`config.mk`:
```
export PLATFORM = sky130hd
export DESIGN_NAME = tss_top
export DESIGN_NICKNAME = d
export VERILOG_FILES = /design/src/logic/tss_pkg.sv /design/src/logic/tss_top.sv
export SDC_FILE = /design/constraint.sdc
export NUM_CORES = 1
export LEC_CHECK = 0
export ABC_AREA = 1
export BUFFER_PORTS_ARGS = -buffer_cell sky130_fd_sc_hd__buf_2
export CAP_MARGIN = 20
export CORE_ASPECT_RATIO = 0.9
export CORE_UTILIZATION = 63
export DETAILED_ROUTE_END_ITERATION = 8
export PLACE_DENSITY = 0.8
export RECOVER_POWER = 100
export SETUP_SLACK_MARGIN = 0.5
export SYNTH_ARGS = -nofsm -noshare
export SYNTH_HDL_FRONTEND = slang
export SYNTH_SLANG_ARGS = --single-unit
```
`constraint.sdc`:
```
create_clock -name clk -period 4.4 [get_ports clk]
set_input_delay 0.44 -clock clk [delete_from_list [all_inputs] [get_ports clk]]
set_output_delay 0.44 -clock clk [all_outputs]
set_load 0.02 [all_outputs]
```
`src/logic/tss_pkg.sv`:
```
// Constants, field layouts and carrier types of the touch scan sequencer
package tss_pkg;

  // ****************************************************************
  // Timing
  // ****************************************************************
  localparam int TSS_CLK_NS = 100;

  // Least times round up, never below one cycle
  function automatic logic [15:0] tss_cyc_up(input int ns);
    int c;
    c = (ns + TSS_CLK_NS - 1) / TSS_CLK_NS;
    return (c < 1) ? 16'h0001 : 16'(c);
  endfunction

  localparam int TSS_OVH_XY_NS = 2500;
  localparam int TSS_OVH_XYZ_NS = 4750;
  localparam int TSS_OVH_HOST_NS = 2125;
  localparam int TSS_OVH_TEMP_NS = 2625;
  localparam int TSS_CONV_GAP_NS = 4400;
  localparam logic [15:0] TSS_OVH_XY_CYC = tss_cyc_up(TSS_OVH_XY_NS);
  localparam logic [15:0] TSS_OVH_XYZ_CYC = tss_cyc_up(TSS_OVH_XYZ_NS);
  localparam logic [15:0] TSS_OVH_HOST_CYC = tss_cyc_up(TSS_OVH_HOST_NS);
  localparam logic [15:0] TSS_OVH_TEMP_CYC = tss_cyc_up(TSS_OVH_TEMP_NS);
  localparam logic [15:0] TSS_CONV_GAP_CYC = tss_cyc_up(TSS_CONV_GAP_NS);

  // Selectable intervals, index 7 first
  localparam logic [7:0][15:0] TSS_PRE_CYCLES = {
    tss_cyc_up(1364000), tss_cyc_up(1300000), tss_cyc_up(1108000), tss_cyc_up(1044000),
    tss_cyc_up(340000), tss_cyc_up(276000), tss_cyc_up(84000), tss_cyc_up(20000)};
  localparam logic [7:0][15:0] TSS_SNS_CYCLES = {
    tss_cyc_up(2656000), tss_cyc_up(2592000), tss_cyc_up(2144000), tss_cyc_up(2080000),
    tss_cyc_up(608000), tss_cyc_up(544000), tss_cyc_up(96000), tss_cyc_up(32000)};
  localparam logic [7:0][15:0] TSS_PVS_CYCLES = {
    tss_cyc_up(2000000), tss_cyc_up(1000000), tss_cyc_up(500000), tss_cyc_up(200000),
    tss_cyc_up(100000), tss_cyc_up(50000), tss_cyc_up(10000), tss_cyc_up(2000)};

  // ****************************************************************
  // Register map
  // ****************************************************************
  localparam logic [3:0] TSS_PAGE_DATA = 4'h0;
  localparam logic [3:0] TSS_PAGE_CTRL = 4'h1;
  localparam logic [5:0] TSS_ADDR_RES_Y = 6'h00;
  localparam logic [5:0] TSS_ADDR_RES_TOP = 6'h05;
  localparam logic [5:0] TSS_ADDR_DAC = 6'h0B;
  localparam logic [5:0] TSS_ADDR_ZERO = 6'h10;
  localparam logic [5:0] TSS_ADDR_ADC_CTRL = 6'h00;
  localparam logic [5:0] TSS_ADDR_SOFT_RESET = 6'h04;
  localparam logic [5:0] TSS_ADDR_CONFIG = 6'h05;
  localparam logic [7:0] TSS_SOFT_RESET_CODE = 8'hBB;
  localparam logic [15:0] TSS_READ_UNMAPPED = 16'hFFFF;
  localparam logic [15:0] TSS_ADC_CTRL_RST = 16'h0000;
  localparam logic [15:0] TSS_CONFIG_RST = 16'h0000;
  localparam logic [7:0] TSS_DAC_RST = 8'h80;

  // Control register fields
  localparam int TSS_MODE_LSB = 14;
  localparam int TSS_FUNC_LSB = 10;
  localparam int TSS_AVG_LSB = 8;
  localparam int TSS_PVS_LSB = 6;
  localparam int TSS_PRE_LSB = 3;
  localparam int TSS_SNS_LSB = 0;

  localparam logic [1:0] TSS_MODE_SELF = 2'h0;
  localparam logic [1:0] TSS_MODE_HOST_START = 2'h1;
  localparam logic [1:0] TSS_MODE_HOST_CTRL = 2'h2;

  localparam logic [3:0] TSS_FN_SCAN_XY = 4'h0;
  localparam logic [3:0] TSS_FN_SCAN_XYZ = 4'h1;
  localparam logic [3:0] TSS_FN_CONV_X = 4'h2;
  localparam logic [3:0] TSS_FN_CONV_Y = 4'h3;
  localparam logic [3:0] TSS_FN_CONV_Z = 4'h4;
  localparam logic [3:0] TSS_FN_DRIVE_X = 4'h5;
  localparam logic [3:0] TSS_FN_DRIVE_Y = 4'h6;
  localparam logic [3:0] TSS_FN_DRIVE_Z = 4'h7;
  localparam logic [3:0] TSS_FN_TEMP_SINGLE = 4'h8;
  localparam logic [3:0] TSS_FN_TEMP_HIGH = 4'h9;

  // Result slots, also the scan phase
  localparam logic [2:0] TSS_PH_Y = 3'h0;
  localparam logic [2:0] TSS_PH_X = 3'h1;
  localparam logic [2:0] TSS_PH_Z1 = 3'h2;
  localparam logic [2:0] TSS_PH_Z2 = 3'h3;
  localparam logic [2:0] TSS_PH_T1 = 3'h4;
  localparam logic [2:0] TSS_PH_T2 = 3'h5;

  // ****************************************************************
  // Types
  // ****************************************************************
  typedef enum logic [3:0] {
    TSS_IDLE = 4'h0, TSS_OVH = 4'h1, TSS_SETTLE = 4'h2, TSS_CONV = 4'h3, TSS_WAIT = 4'h4,
    TSS_GAP = 4'h5, TSS_STORE = 4'h6, TSS_PRECH = 4'h7, TSS_SENSE = 4'h8, TSS_CHECK = 4'h9
  } tss_state_t;

  typedef enum logic [1:0] {
    TSS_SEQ_XY = 2'h0, TSS_SEQ_XYZ = 2'h1, TSS_SEQ_SINGLE = 2'h2
  } tss_seq_t;

  typedef struct packed {
    logic rd;
    logic [3:0] page;
    logic [5:0] addr;
    logic [4:0] spare;
  } tss_cmd_t;

  typedef struct packed {
    logic x;
    logic y;
    logic z;
  } tss_drive_t;

endpackage

```
`src/logic/tss_top.sv`:
```
// Touch scan sequencer with its serial register port
`timescale 1ns/1ps

// How it works
// - Self mode: touch pulls pen interrupt low and starts conversion clock together.
// - Scan enables vertical drivers, waits settle time, then powers converter, converts.
// - With averaging, several conversions; vertical register written only when done.
// - After vertical store, check touch; only if touched convert horizontal axis.
// - Axis-only scan ends after storing the horizontal result.
// - Pressure scan continues with two pressure conversions into their two registers.
// - Host-started mode: touch alone never starts; the scan-select write does.
// - Axis scan time: 2.5us, twice settle+precharge+sense, 2*avg conversions.
// - Pressure scan: 4.75us, thrice the intervals, four times avg conversions.
// - Single host conversion: 2.125us plus settle plus avg conversions, 2*avg for pressure; temperature 2.625us, no settle.
// - Results right-justified twelve bits, top four bits read zero.
// - Contrast code taken from bits seven to zero; upper byte ignored.
// - Differential temperature: second conversion, own register, 91x bias current.
// - Soft reset register with upper byte BB restores all defaults; else nothing.
// - Between axis conversions wait the programmed sense interval to check touch.
// - Before sensing touch allow the programmed precharge interval.
module tss_top
  import tss_pkg::*;
#(
  parameter logic [7:0][15:0] PRE_CYCLES = TSS_PRE_CYCLES,
  parameter logic [7:0][15:0] SNS_CYCLES = TSS_SNS_CYCLES,
  parameter logic [7:0][15:0] PVS_CYCLES = TSS_PVS_CYCLES
)
(
  input wire logic clk,
  input wire logic rst,
  input wire logic spi_sclk,
  input wire logic spi_cs_n,
  input wire logic spi_mosi,
  output logic spi_miso,
  input wire logic touch_sense,
  input wire logic adc_done,
  input wire logic [11:0] adc_data,
  output logic pen_touch_irq_n,
  output logic conv_clk_en,
  output logic adc_power,
  output logic adc_start,
  output tss_drive_t panel_drive,
  output logic temp_bias_high,
  output logic [7:0] contrast_dac_code
);

  // ****************************************************************
  // Serial port
  // ****************************************************************
  logic sclk_q;
  logic [5:0] bit_cnt;
  logic [15:0] shift_in;
  logic [15:0] tx;
  tss_cmd_t cmd;
  wire sclk_rise = spi_sclk & ~sclk_q & ~spi_cs_n;
  wire sclk_fall = ~spi_sclk & sclk_q & ~spi_cs_n;
  wire [15:0] word_in = {shift_in[14:0], spi_mosi};
  wire cmd_done = sclk_rise && bit_cnt == 6'd15;
  wire tss_cmd_t cmd_new = word_in;
  wire wr_pulse = sclk_rise && bit_cnt == 6'd31 && !cmd.rd;
  wire wr_ctrl = wr_pulse && cmd.page == TSS_PAGE_CTRL;
  wire wr_adc_ctrl = wr_ctrl && cmd.addr == TSS_ADDR_ADC_CTRL;
  wire wr_config = wr_ctrl && cmd.addr == TSS_ADDR_CONFIG;
  wire wr_dac = wr_pulse && cmd.page == TSS_PAGE_DATA && cmd.addr == TSS_ADDR_DAC;
  wire soft_rst = wr_ctrl && cmd.addr == TSS_ADDR_SOFT_RESET
                  && word_in[15:8] == TSS_SOFT_RESET_CODE;
  wire rst_all = rst | soft_rst;

  always_ff @(posedge clk)
  begin
    sclk_q <= rst ? 1'b0 : spi_sclk;
  end

  always_ff @(posedge clk)
  begin
    if (rst || spi_cs_n)
    begin
      bit_cnt <= 6'h00;
      shift_in <= 16'h0000;
      cmd <= '0;
    end
    else if (sclk_rise && bit_cnt != 6'd32)
    begin
      bit_cnt <= bit_cnt + 6'd1;
      shift_in <= word_in;
      if (cmd_done)
        cmd <= cmd_new;
    end
  end

  // ****************************************************************
  // Registers
  // ****************************************************************
  logic [15:0] adc_ctrl;
  logic [15:0] config_reg;
  logic [11:0] result [0:5];
  wire [1:0] mode = adc_ctrl[TSS_MODE_LSB +: 2];
  wire [3:0] func = adc_ctrl[TSS_FUNC_LSB +: 4];
  wire [1:0] avg_sel = adc_ctrl[TSS_AVG_LSB +: 2];
  wire [2:0] pvs_sel = config_reg[TSS_PVS_LSB +: 3];
  wire [2:0] pre_sel = config_reg[TSS_PRE_LSB +: 3];
  wire [2:0] sns_sel = config_reg[TSS_SNS_LSB +: 3];

  wire rd_res = cmd_new.page == TSS_PAGE_DATA && cmd_new.addr <= TSS_ADDR_RES_TOP;
  wire [2:0] rd_slot = cmd_new.addr[2:0];
  wire [15:0] rd_data =
    rd_res ? {4'h0, result[rd_slot]} :
    (cmd_new.page == TSS_PAGE_DATA && cmd_new.addr == TSS_ADDR_DAC) ?
      {8'h00, contrast_dac_code} :
    (cmd_new.page == TSS_PAGE_DATA && cmd_new.addr == TSS_ADDR_ZERO) ? 16'h0000 :
    (cmd_new.page == TSS_PAGE_CTRL && cmd_new.addr == TSS_ADDR_ADC_CTRL) ? adc_ctrl :
    (cmd_new.page == TSS_PAGE_CTRL && cmd_new.addr == TSS_ADDR_CONFIG) ? config_reg :
    TSS_READ_UNMAPPED;

  // Read data goes out on falling edges once the command word is in
  always_ff @(posedge clk)
  begin
    if (rst || spi_cs_n)
    begin
      tx <= 16'h0000;
      spi_miso <= 1'b0;
    end
    else if (cmd_done)
      tx <= cmd_new.rd ? rd_data : 16'h0000;
    else if (sclk_fall && bit_cnt >= 6'd16 && bit_cnt != 6'd32)
    begin
      spi_miso <= tx[15];
      tx <= {tx[14:0], 1'b0};
    end
  end

  always_ff @(posedge clk)
  begin
    if (rst_all)
    begin
      adc_ctrl <= TSS_ADC_CTRL_RST;
      config_reg <= TSS_CONFIG_RST;
      contrast_dac_code <= TSS_DAC_RST;
    end
    else
    begin
      if (wr_adc_ctrl)
        adc_ctrl <= word_in;
      if (wr_config)
        config_reg <= word_in;
      if (wr_dac)
        contrast_dac_code <= word_in[7:0];
    end
  end

  // ****************************************************************
  // Sequencer
  // ****************************************************************
  tss_state_t state;
  tss_state_t next_state;
  tss_seq_t seq;
  logic [2:0] phase;
  logic [15:0] cnt;
  logic [15:0] acc;
  logic [4:0] conv_n;
  tss_drive_t drive_hold;

  wire [3:0] avg_shift = (avg_sel == 2'h0) ? 4'd0 : {2'b00, avg_sel} + 4'd1;
  wire [4:0] avg_count = 5'(5'd1 << avg_shift);
  wire [3:0] wfn = word_in[TSS_FUNC_LSB +: 4];
  wire [1:0] wmode = word_in[TSS_MODE_LSB +: 2];
  wire w_scan = wfn == TSS_FN_SCAN_XY || wfn == TSS_FN_SCAN_XYZ;
  wire w_conv = wfn == TSS_FN_CONV_X || wfn == TSS_FN_CONV_Y || wfn == TSS_FN_CONV_Z;
  wire w_temp = wfn == TSS_FN_TEMP_SINGLE || wfn == TSS_FN_TEMP_HIGH;
  wire self_go = mode == TSS_MODE_SELF && touch_sense
                 && (func == TSS_FN_SCAN_XY || func == TSS_FN_SCAN_XYZ);
  wire host_scan = wr_adc_ctrl && wmode == TSS_MODE_HOST_START && w_scan;
  wire host_single = wr_adc_ctrl && wmode != TSS_MODE_SELF && (w_conv || w_temp);
  wire start = state == TSS_IDLE && (self_go || host_scan || host_single);
  wire [3:0] start_fn = self_go ? func : wfn;
  wire is_temp = phase == TSS_PH_T1 || phase == TSS_PH_T2;
  wire cnt_zero = cnt == 16'h0000;
  wire last_conv = conv_n == avg_count;

  wire [2:0] start_phase =
    (start_fn == TSS_FN_CONV_X) ? TSS_PH_X :
    (start_fn == TSS_FN_CONV_Z) ? TSS_PH_Z1 :
    (start_fn == TSS_FN_TEMP_SINGLE) ? TSS_PH_T1 :
    (start_fn == TSS_FN_TEMP_HIGH) ? TSS_PH_T2 : TSS_PH_Y;
  wire tss_seq_t start_seq =
    (start_fn == TSS_FN_SCAN_XY) ? TSS_SEQ_XY :
    (start_fn == TSS_FN_SCAN_XYZ) ? TSS_SEQ_XYZ : TSS_SEQ_SINGLE;
  // Fixed overhead is paid once at the start of each sequence
  wire [15:0] ovh_cyc =
    (start_seq == TSS_SEQ_XY) ? TSS_OVH_XY_CYC :
    (start_seq == TSS_SEQ_XYZ) ? TSS_OVH_XYZ_CYC :
    (start_phase >= TSS_PH_T1) ? TSS_OVH_TEMP_CYC : TSS_OVH_HOST_CYC;
  wire [2:0] after_check = (phase == TSS_PH_Y) ? TSS_PH_X : TSS_PH_Z1;
  wire check_done = !touch_sense || phase == TSS_PH_Z2
                    || (phase == TSS_PH_X && seq == TSS_SEQ_XY);

  always_comb
  begin
    next_state = state;
    case (state)
      TSS_IDLE:
        if (start)
          next_state = TSS_OVH;
      TSS_OVH:
        if (cnt_zero)
          next_state = is_temp ? TSS_CONV : TSS_SETTLE;
      TSS_SETTLE:
        if (cnt_zero)
          next_state = TSS_CONV;
      TSS_CONV:
        next_state = TSS_WAIT;
      TSS_WAIT:
        if (adc_done)
          next_state = TSS_GAP;
      TSS_GAP:
        if (cnt_zero)
          next_state = last_conv ? TSS_STORE : TSS_CONV;
      TSS_STORE:
        if (phase == TSS_PH_Z1)
          next_state = TSS_CONV;
        else if (seq == TSS_SEQ_SINGLE)
          next_state = TSS_IDLE;
        else
          next_state = TSS_PRECH;
      TSS_PRECH:
        if (cnt_zero)
          next_state = TSS_SENSE;
      TSS_SENSE:
        if (cnt_zero)
          next_state = TSS_CHECK;
      TSS_CHECK:
        next_state = check_done ? TSS_IDLE : TSS_SETTLE;
      default:
        next_state = TSS_IDLE;
    endcase
  end

  // Timed states run for their load value plus one cycle
  wire [15:0] load_val =
    (next_state == TSS_OVH) ? ovh_cyc - 16'd1 :
    (next_state == TSS_SETTLE) ? PVS_CYCLES[pvs_sel] - 16'd1 :
    (next_state == TSS_GAP) ? TSS_CONV_GAP_CYC - 16'd1 :
    (next_state == TSS_PRECH) ? PRE_CYCLES[pre_sel] - 16'd1 :
    (next_state == TSS_SENSE) ? SNS_CYCLES[sns_sel] - 16'd1 : 16'h0000;
  wire [15:0] next_acc = acc + {4'h0, adc_data};
  wire [15:0] avg_val = acc >> avg_shift;

  always_ff @(posedge clk)
  begin
    if (rst_all)
    begin
      state <= TSS_IDLE;
      cnt <= 16'h0000;
    end
    else
    begin
      state <= next_state;
      cnt <= (next_state != state) ? load_val : cnt - 16'd1;
    end
  end

  always_ff @(posedge clk)
  begin
    if (rst_all)
    begin
      seq <= TSS_SEQ_XY;
      phase <= TSS_PH_Y;
      acc <= 16'h0000;
      conv_n <= 5'd0;
    end
    else if (start)
    begin
      seq <= start_seq;
      phase <= start_phase;
      acc <= 16'h0000;
      conv_n <= 5'd0;
    end
    else if (state == TSS_WAIT && adc_done)
    begin
      acc <= next_acc;
      conv_n <= conv_n + 5'd1;
    end
    else if (state == TSS_STORE)
    begin
      acc <= 16'h0000;
      conv_n <= 5'd0;
      if (phase == TSS_PH_Z1)
        phase <= TSS_PH_Z2;
    end
    else if (state == TSS_CHECK && !check_done)
      phase <= after_check;
  end

  always_ff @(posedge clk)
  begin
    if (rst_all)
    begin
      for (int i = 0; i < 6; i++)
        result[i] <= 12'h000;
    end
    else if (state == TSS_STORE)
      result[phase] <= avg_val[11:0];
  end

  // Held drivers let the host settle the panel before asking for a conversion
  always_ff @(posedge clk)
  begin
    if (rst_all)
      drive_hold <= '0;
    else if (wr_adc_ctrl && wmode == TSS_MODE_HOST_CTRL)
    begin
      drive_hold.x <= wfn == TSS_FN_DRIVE_X;
      drive_hold.y <= wfn == TSS_FN_DRIVE_Y;
      drive_hold.z <= wfn == TSS_FN_DRIVE_Z;
    end
  end

  // ****************************************************************
  // Analog controls
  // ****************************************************************
  wire busy = state != TSS_IDLE;
  wire next_busy = next_state != TSS_IDLE;
  wire panel_phase = next_busy && next_state != TSS_OVH && next_state != TSS_PRECH
                     && next_state != TSS_SENSE && next_state != TSS_CHECK;
  wire converting = next_state == TSS_CONV || next_state == TSS_WAIT
                    || next_state == TSS_GAP;
  wire [2:0] next_phase = start ? start_phase
                        : (state == TSS_STORE && phase == TSS_PH_Z1) ? TSS_PH_Z2
                        : (state == TSS_CHECK) ? after_check : phase;
  wire next_temp = next_phase == TSS_PH_T1 || next_phase == TSS_PH_T2;
  wire tss_drive_t next_drive = drive_hold | ((panel_phase && !next_temp) ? tss_drive_t'{
    x: next_phase == TSS_PH_X, y: next_phase == TSS_PH_Y,
    z: next_phase == TSS_PH_Z1 || next_phase == TSS_PH_Z2} : '0);
  // Interrupt stays asserted through an automatic scan; once idle it follows the touch input
  wire next_irq_n = ~((!busy && touch_sense) || (next_busy && start_seq != TSS_SEQ_SINGLE
                      && (start || seq != TSS_SEQ_SINGLE)));

  always_ff @(posedge clk)
  begin
    if (rst_all)
    begin
      pen_touch_irq_n <= 1'b1;
      conv_clk_en <= 1'b0;
      adc_power <= 1'b0;
      adc_start <= 1'b0;
      panel_drive <= '0;
      temp_bias_high <= 1'b0;
    end
    else
    begin
      pen_touch_irq_n <= next_irq_n;
      conv_clk_en <= next_busy;
      adc_power <= converting;
      adc_start <= next_state == TSS_CONV;
      panel_drive <= next_drive;
      temp_bias_high <= next_busy && next_phase == TSS_PH_T2;
    end
  end

endmodule

```
# Yosys cells after proc, flatten, opt, wreduce, memory -nomap -nowiden
# Memories as Yosys holds them, arrays and structs flattened. A register that Yosys moved wholly into a read port is not among the register bits.
# Cells that the tools add are included.
[word_totals]
inputBits = 19
elab_cells = 286
romBits = 384
n_memories = 4
ram_bits = 72
output_inout_bits = 17
register_bits = 147
[mem_list]
columns = ["memory", "depth", "word_bits", "read_ports", "rd_ports_with_merged_regs", "wr", "line_no", "source"]
rows = [
  ["(name not given)", 8, 16, 1, 1, 0, "tss_top.sv:244", "(next_state == TSS_SENSE) ? SNS_CYCLES[sns_sel] - 16'd1 : 16'h0000;"],
  ["(name not given)", 8, 16, 1, 1, 0, "tss_top.sv:243", "(next_state == TSS_PRECH) ? PRE_CYCLES[pre_sel] - 16'd1 :"],
  ["(name not given)", 8, 16, 1, 1, 0, "tss_top.sv:241", "(next_state == TSS_SETTLE) ? PVS_CYCLES[pvs_sel] - 16'd1 :"],
  ["result", 6, 12, 1, 1, 6, "tss_top.sv:96", "logic [11:0] result [0:5];"],
]
[classes]
eq_ne = 67
order_cmp = 6
bitwise = 11
reduce_logical = 88
shift = 2
muxes = 71
add_sub_neg = 9
[op_table]
columns = ["cell", "count"]
rows = [
  ["2-to-1 mux 16 bit", 19],
  ["2-to-1 mux 3 bit", 26],
  ["subtractor 16 x 1 -> 16 bit (second input constant)", 4],
  ["equality test 4 x 3 -> 1 bit (second input constant)", 12],
  ["case mux 4 bit (10 select lines)", 1],
  ["logical AND 1 bit", 39],
  ["2-to-1 mux 4 bit", 9],
  ["equality test 4 x 1 -> 1 bit (second input constant)", 7],
  ["equality test 4 x 2 -> 1 bit (second input constant)", 7],
  ["equality test 4 bit (second input constant)", 7],
  ["zero test 4 bit", 6],
  ["equality test 6 x 3 -> 1 bit (second input constant)", 3],
  ["equality test 6 x 4 -> 1 bit (second input constant)", 3],
  ["logical OR 1 bit", 18],
  ["adder 16 x 12 -> 16 bit", 1],
  ["zero test 16 bit", 1],
  [">> shifter 16 x 3 -> 12 bit", 1],
  ["equality test 3 x 2 -> 1 bit (second input constant)", 4],
  ["equality test 3 bit (second input constant)", 4],
  ["equality test 6 x 5 -> 1 bit (second input constant)", 2],
  ["zero test 6 bit", 2],
  ["< comparator 3 x 4 -> 1 bit (second input constant)", 3],
  ["2-to-1 mux 12 bit", 1],
  ["2-to-1 mux 6 bit", 2],
  ["37 further kinds", 72],
]

# Logic depth before layout (Yosys ltp)
# Gate-level depths: netlist of run 1.
[depth]
word_depth = 22
ltp_mapped = 21
mapped_depth_nobuf = 20

# Worst setup path before layout of run 1
# Ideal clock, no wire load.
[synth_timing]
path_kind = "reg2reg"
from = "register bit_cnt[0]"
to = "memory result[7][0], enable pin"
path_slack_ps = 1362
required_ps = 4004
path_stages_with_launch = 11
setup_ps = 396
path_buffers = 1
arrival_time_ps = 2641
synth_period_minus_slack_ps = 3038
path_cell_list = "dfxtp_1 > ha_1 > nand3_1 > nor2_1 > clkinv_1 > nor4_2 > a31oi_4 > inv_2 > buf_2 > a21oi_1 > nor3_1"
[synth_lines]
columns = ["element", "line_no", "source"]
rows = [
  ["start, declared", "tss_top.sv:51", "logic [5:0] bit_cnt;"],
  ["start signal, assigned", "tss_top.sv:84", "bit_cnt <= bit_cnt + 6'd1;"],
  ["end, declared", "tss_top.sv:96", ""],
]

==> impl_results.md, run 1 <==
* Worst EP arrival at ~4.1 ns
* Setup violations, final at 0
* Initial DRC count at approximately 1400
* Vias in the first global route at 10836
* Max-cap viol count at 0
* Worst setup path end: result[7][7]$_DFFE_PP_
* CTS tree: built
* # port buffers at 35
* WP buf/inv at 5
* Relative slew slack at around 13%
* CP Capture Type: register
* Post-synthesis net count at between 1500 and 2000
* Critical Path Max Stage Delay at 0.84 ns
* EDFF count, synth at 96
* R2R Path Start: bit_cnt[0]$_SDFFE_PP0P_
* Setup bufs post-CTS at 0
* Via count at approximately 12000
* Crit-path slowest cell: clkbuf_2
* Synth cell types at 55
* Most frequent cells in the layout: nand2_1, nor2_1, inv_1
* Synth-to-layout area growth at 7.90%
* Hold_ws at about 0.15 ns
* Sequential share of the synthesized area at around half
* Outcome: finished, final reports clean
* Boundary Pins at 36
* Vias per inst at around 5.9
* CP Launch Type: register
* RSZ-0062 raised after global routing: false
* Worst path required time at between 4 and 5 ns
* Max Fclk at between 200 and 300 MHz
* HPWL after DPL at between 20 and 25 mm
* CP delay by family, top: buffers and inverters
* R2R depth at 12
* Least-Margin Pin Slew at approximately 1.3 ns
* Worst Hold Class: primary input to register
* Final hold violation count at 0
* Post-layout minimum cycle time at between 3 and 4 ns
* H-tree levels at 1
* CP Depth at 12
* Synth Flop Type: dfxtp_1
* WL/cell at roughly 17 um
* Num CTS Buffers at 27
* Cell Rows at ~50
* Slew Limit Fails at 0
* Post_cts resized at 0
* FF/Latch Area at roughly 6400 um^2
* Die width at 155 um
* Reg with most FFs: result
* Power density cells at about 430 nW/um^2
* Clk sinks at between 200 and 300
* R2R Setup Slk at roughly 0.55 ns
* Overflow after GRT at 0
* RR Endpoint: result[7][7]$_DFFE_PP_
* Cells after Synth at around 1700
* Syn Area/Cell at roughly 7.9 um^2
* Critical path class: register to register
* Post-synthesis async set-or-reset flop share at 0%
* Yosys warnings at 0
* Worst skew pair latency at 0.53 ns
* Root Driver: clkbuf_16
* # hold bufs at CTS at 0
* Most common cell after layout, fill and taps aside: nand2_1
* Worst-path clk slew at approximately 0.06 ns
* Total GRT Usage at roughly a third
* CORE AREA at 20300 um^2
* Clock Path Buffers at 3
* WL final at roughly 34 mm
* Drt first pass iters at 6
* Initial antenna violation count at 1
* Layout cells sized above 1 at under 10%
* Pwr Total at between 6 and 7 mW
* ANT nets after route at 0
* GP Congestion at approximately 0.93
* Part of the cycle the worst path needs at 87.4%
* Setup crit start: bit_cnt[0]$_SDFFE_PP0P_
* Crit path top cell by count: buf_4
* Max reg flops at 96
* Largest net degree at the start of global routing at 50
* DRC errors left at 0
* CP Cell Sequence: ha_1 -> nand3_1 -> nor2_1 -> clkinv_1 -> nor4_1 -> a31oi_4 -> buf_4 -> inv_1 -> clkbuf_2 -> a21oi_1 -> nor3_2 -> buf_4
* Nets at 1735
* Die Ht at about 140 um
* Die area at between 20000 and 25000 um^2
* Largest vdd supply drop at 442 uV
* Fillers at roughly 1600
* Initial core utilization at 65.3%
* Worst Path Max Fanout at 48
* Cell area after synthesis at around 13000 um^2
* P_leak at ~5.5 nW
* Global-route wire length before repair at roughly 55 mm
* Worst Skew at 0.0121 ns
* Footprint of the multi-input gates at 5830 um^2
* Setup_tns at 0 ns
* Synth Register Bits at 270
-- how the worst min path moves through the flow --
stage                                startpoint                          end  slack, ns  cells past startpoint
finish                                      rst            sclk_q$_SDFF_PP0_       0.15                      2
global route                                rst            sclk_q$_SDFF_PP0_       0.15                      2
CTS                                         rst            sclk_q$_SDFF_PP0_       0.14                      2
detailed placement  config_reg[10]$_SDFFE_PP0P_  config_reg[10]$_SDFFE_PP0P_       0.45                      2
global placement    config_reg[10]$_SDFFE_PP0P_  config_reg[10]$_SDFFE_PP0P_       0.44                      2
floorplan           config_reg[13]$_SDFFE_PP0P_  config_reg[13]$_SDFFE_PP0P_       0.43                      2
-- cell families after synthesis --
logic type	share of synthesized area, %
AND/OR/NAND/NOR	23.6
AO/OA/AOI/OAI	16.8
flip-flops	48.0
buffers and inverters	7.83
adder cells (fa/ha/maj)	2.51
XOR/XNOR	1.12
multiplexers	0.151
-- area by class of cell --
cell class / count / share of cell area, %
sequential: 270 / 44.5
multi-input combinational: 1151 / 40.8
inverter: 191 / 5.03
clock buffer: 34 / 4.91
tap: 280 / 2.45
timing repair buffer: 49 / 1.61
clock inverter: 10 / 0.726
antenna: 1 / 0.0175
-- report_power, final --
part           internal [mW]  switching (mW)
registers               2.69          0.0913
clock network           1.24           0.935
logic                  0.345           0.795
-- cells in the mapped netlist, types with 2 or more instances --
master	number	area share, %
a211oi_1	47	2.7
a21oi_1	137	5.2
a221oi_1	24	1.6
a22oi_1	3	0.17
a31oi_1	19	0.90
and2_1	3	0.14
buf_1	4	0.11
buf_2	16	0.60
buf_6	2	0.17
clkbuf_1	46	1.3
clkinv_1	4	0.11
dfxtp_1	174	26
edfxtp_1	96	22
ha_1	25	2.4
inv_1	176	5.0
inv_2	10	0.28
mux2i_1	2	0.15
nand2_1	343	9.7
nand2_2	6	0.28
nand3_1	68	2.6
nand3_2	3	0.23
nand3b_1	2	0.11
nand4_1	13	0.61
nor2_1	233	6.6
nor2_2	15	0.71
nor3_1	32	1.2
nor3b_1	4	0.23
nor4_1	8	0.38
nor4_2	2	0.19
o2111ai_1	3	0.20
o211ai_1	5	0.28
o211ai_2	2	0.19
o21ai_0	81	3.1
o21ai_2	2	0.13
o21bai_1	3	0.17
o221ai_1	9	0.59
o22ai_1	11	0.52
o311ai_0	7	0.46
o31ai_1	4	0.23
or2_2	5	0.24
or3_1	4	0.19
xnor2_1	7	0.46
xor2_1	10	0.66
-- per-stage QoR --
stage	setup WS [ns]	std cells	utilization [%]	instance area, um^2
6_report	0.553	1986	70.5	14300
2_1_floorplan	1.36	1682	-	13300
3_5_place_dp	1.02	1941	67.0	13600
5_1_grt	0.323	1985	70.5	14300
3_3_place_gp	1.11	1940	66.9	13600
4_1_cts	0.996	1985	70.9	14400
-- routing by layer --
| metal | vias up | share of wire [%] | track usage (%) |
|---|---|---|---|
| met5 | - | 0 | 0 |
| met1 | 5415 | 43 | 43.2 |
| li1 | 5692 | - | - |
| met2 | 465 | 47 | 51.8 |
| met3 | 67 | 7.3 | 3.99 |
| met4 | 0 | 2.8 | 9.80 |
Power figures use the tool's default switching activity.
==> inputs of run 2 (changes only) <==
--- a/config.mk
+++ b/config.mk
@@ -11,7 +11,7 @@
 export CORE_ASPECT_RATIO = 0.9
 export CORE_UTILIZATION = 63
 export DETAILED_ROUTE_END_ITERATION = 8
-export PLACE_DENSITY = 0.8
+export PLACE_DENSITY = 0.81
 export RECOVER_POWER = 100
 export SETUP_SLACK_MARGIN = 0.5
 export SYNTH_ARGS = -nofsm -noshare
==> run 2 against run 1 <==
  * Die area unchanged
  * Maximum frequency grew 3.6%
  * Clock skew grew 0.0018 ns
  * Hold slack got worse by 0.018 ns
  * Critical path type unchanged
  * Critical endpoint is now result[7][6]$_DFFE_PP_
  * Largest cell class unchanged
==> impl_results.md, run 2 (same netlist as run 1, synthesis figures left out) <==
* Part of the cycle the worst path needs at 84.4% (-3.1 points)
* Met1 Use GR at 42.7% (-0.48 points)
* Worst Hold Class: primary input to register
* HPWL after DPL at 23.5 mm (-0.17%)
* CORE AREA at 20300 um^2 (unchanged)
* Final hold violation count at 0 (unchanged)
* RSZ-0062 raised after global routing: false
* Clock Path Buffers at 3 (unchanged)
* Most frequent cells in the layout: nand2_1, nor2_1, inv_1
* Post-layout minimum cycle time at 3.71 ns (-0.135 ns)
* Initial DRC count at 1310 (-3.2%)
* Layout cells sized above 1 at 6.37% (+0.51 points)
* Via count at 11899 (+2.2%)
* Max Fclk at 269 MHz (+3.6%)
* Hold_ws at 0.131 ns (-0.0178 ns)
* P_leak at 5.57 nW (+1.3%)
* Worst skew pair latency at 0.54 ns (about the same)
* Initial core utilization at 65.3% (unchanged)
* Post_cts resized at 0 (unchanged)
* Drt first pass iters at 5 (-1)
* Cell Rows at 49 (unchanged)
* GP Congestion at 0.934 (+0.43%)
* Reg with most FFs: result
* Slew Limit Fails at 0 (unchanged)
* Synth-to-layout area growth at 8.84%
* Worst path required time at 4.59 ns (-0.03 ns)
* Worst EP arrival at 3.90 ns (-0.17 ns)
* CTS tree: built
* Setup bufs post-CTS at 0 (unchanged)
* Critical path class: register to register
* # hold bufs at CTS at 0 (unchanged)
* # port buffers at 35 (unchanged)
* Root Driver: clkbuf_16
* Max-cap viol count at 0 (unchanged)
* Die width at 155 um (unchanged)
* Vias per inst at 5.98 (+2.0%)
* Fillers at 1668 (+1.8%)
* Boundary Pins at 36 (unchanged)
* Largest vdd supply drop at 479 uV (+8.4%)
* Outcome: finished, final reports clean
* Num CTS Buffers at 27 (unchanged)
* Clk sinks at 270 (unchanged)
* Worst Path Max Fanout at 48 (unchanged)
* Initial antenna violation count at 0 (-1)
* Die area at 21600 um^2 (unchanged)
* Setup violations, final at 0 (unchanged)
* Most common cell after layout, fill and taps aside: nand2_1
* Worst-path clk slew at 0.07 ns (about the same)
* Setup_tns at 0 ns (unchanged)
* Die Ht at 140 um (unchanged)
* CP Capture Type: register
* Largest net degree at the start of global routing at 49 (-2.0%)
* Power density cells at 438 nW/um^2 (+2.8%)
* Vias in the first global route at 10902 (+0.61%)
* WL final at 34.3 mm (+1.9%)
* Worst Skew at 0.0139 ns (+0.00181 ns)
* Final instance area at 14400 um^2 (+0.87%)
* Relative slew slack at 6.69% (-6.7 points)
* Overflow after GRT at 0 (unchanged)
* H-tree levels at 1 (unchanged)
* GR Util met2 at 50.9% (-0.90 points)
* DRC errors left at 0 (unchanged)
* Global route hottest layer: met2
* Max reg flops at 96 (unchanged)
* Area after DPL at 13600 um^2 (about the same)
* Least-Margin Pin Slew at 1.40 ns (+0.101 ns)
* Nets at 1735 (unchanged)
* WL/cell at 17.2 um (+1.7%)
* CP Launch Type: register
* Global-route wire length before repair at 54.4 mm (-0.28%)
* Final core occ at 71.1% (+0.62 points)
* Antenna cell count at 0 (-1)
* Total GRT Usage at 31.4% (about the same)
* ANT nets after route at 0 (unchanged)
* Met3 Use GR at 5.11% (+1.1 points)
[run 2: changes by cell type in the layout (fill, tap and decap cells not counted), sizes merged]
cell      previous run  this run
buf                 23        26
clkinv              10        11
clkbuf              60        62
clkinvlp             2         1
diode                1         0
[run 2: worst max-delay path, stage by stage (launching register included)]
cell and delay [ns]:
dfxtp_1 0.35, ha_1 0.18, nand3_1 0.13, nor2_1 0.27, clkinv_1 0.15, nor4_1 0.50
a31oi_4 0.14, buf_4 0.31, inv_1 0.13, buf_4 0.48, a21oi_1 0.11, nor3_2 0.18
clkbuf_2 0.40
[run 2: path summary, 6_finish.rpt]
check	end	slack (ns)	start	cells after the start
max	result[7][6]$_DFFE_PP_	0.69	bit_cnt[0]$_SDFFE_PP0P_	12
min	sclk_q$_SDFF_PP0_	0.13	rst	2
max reg2reg	result[7][6]$_DFFE_PP_	0.69	bit_cnt[0]$_SDFFE_PP0P_	12
min reg2reg	spi_miso$_SDFFE_PP0P_	0.46	tx[15]$_SDFFE_PP0P_	2
[run 2: final cells by class]
type | instances | area (um^2) | share of cell area (%)
Multi-Input combinational cell | 1151 | 5830 | 40.4
Timing Repair Buffer | 49 | 240 | 1.66
Clock buffer | 39 | 822 | 5.70
Inverter | 191 | 719 | 4.99
Sequential cell | 270 | 6370 | 44.1
Clock inverter | 10 | 100 | 0.694
Tap cell | 280 | 350 | 2.43
[run 2: routing by layer]
| metal | routed length (um) | up-vias |
|---|---|---|
| met1 | 14600 | 5535 |
| met4 | 1200 | 0 |
| met2 | 15600 | 560 |
| met5 | 0 | - |
| met3 | 2870 | 108 |
| li1 | - | 5696 |
[run 2: stage by stage]
| step | worst slack (ns) | power, mW | cells |
|---|---|---|---|
| floorplan | 1.36 | 3.74 | 1682 |
| global placement | 1.11 | 3.94 | 1939 |
| detailed placement | 1.01 | 3.96 | 1940 |
| CTS | 0.998 | 6.31 | 1989 |
| global route | 0.342 | 6.56 | 1990 |
| finish | 0.688 | 6.31 | 1990 |
[run 2: power by group]
group / internal, mW / switching [mW]
clock network: 1.41 / 0.992
logic: 0.345 / 0.788
registers: 2.69 / 0.0912
total: 4.44 / 1.87
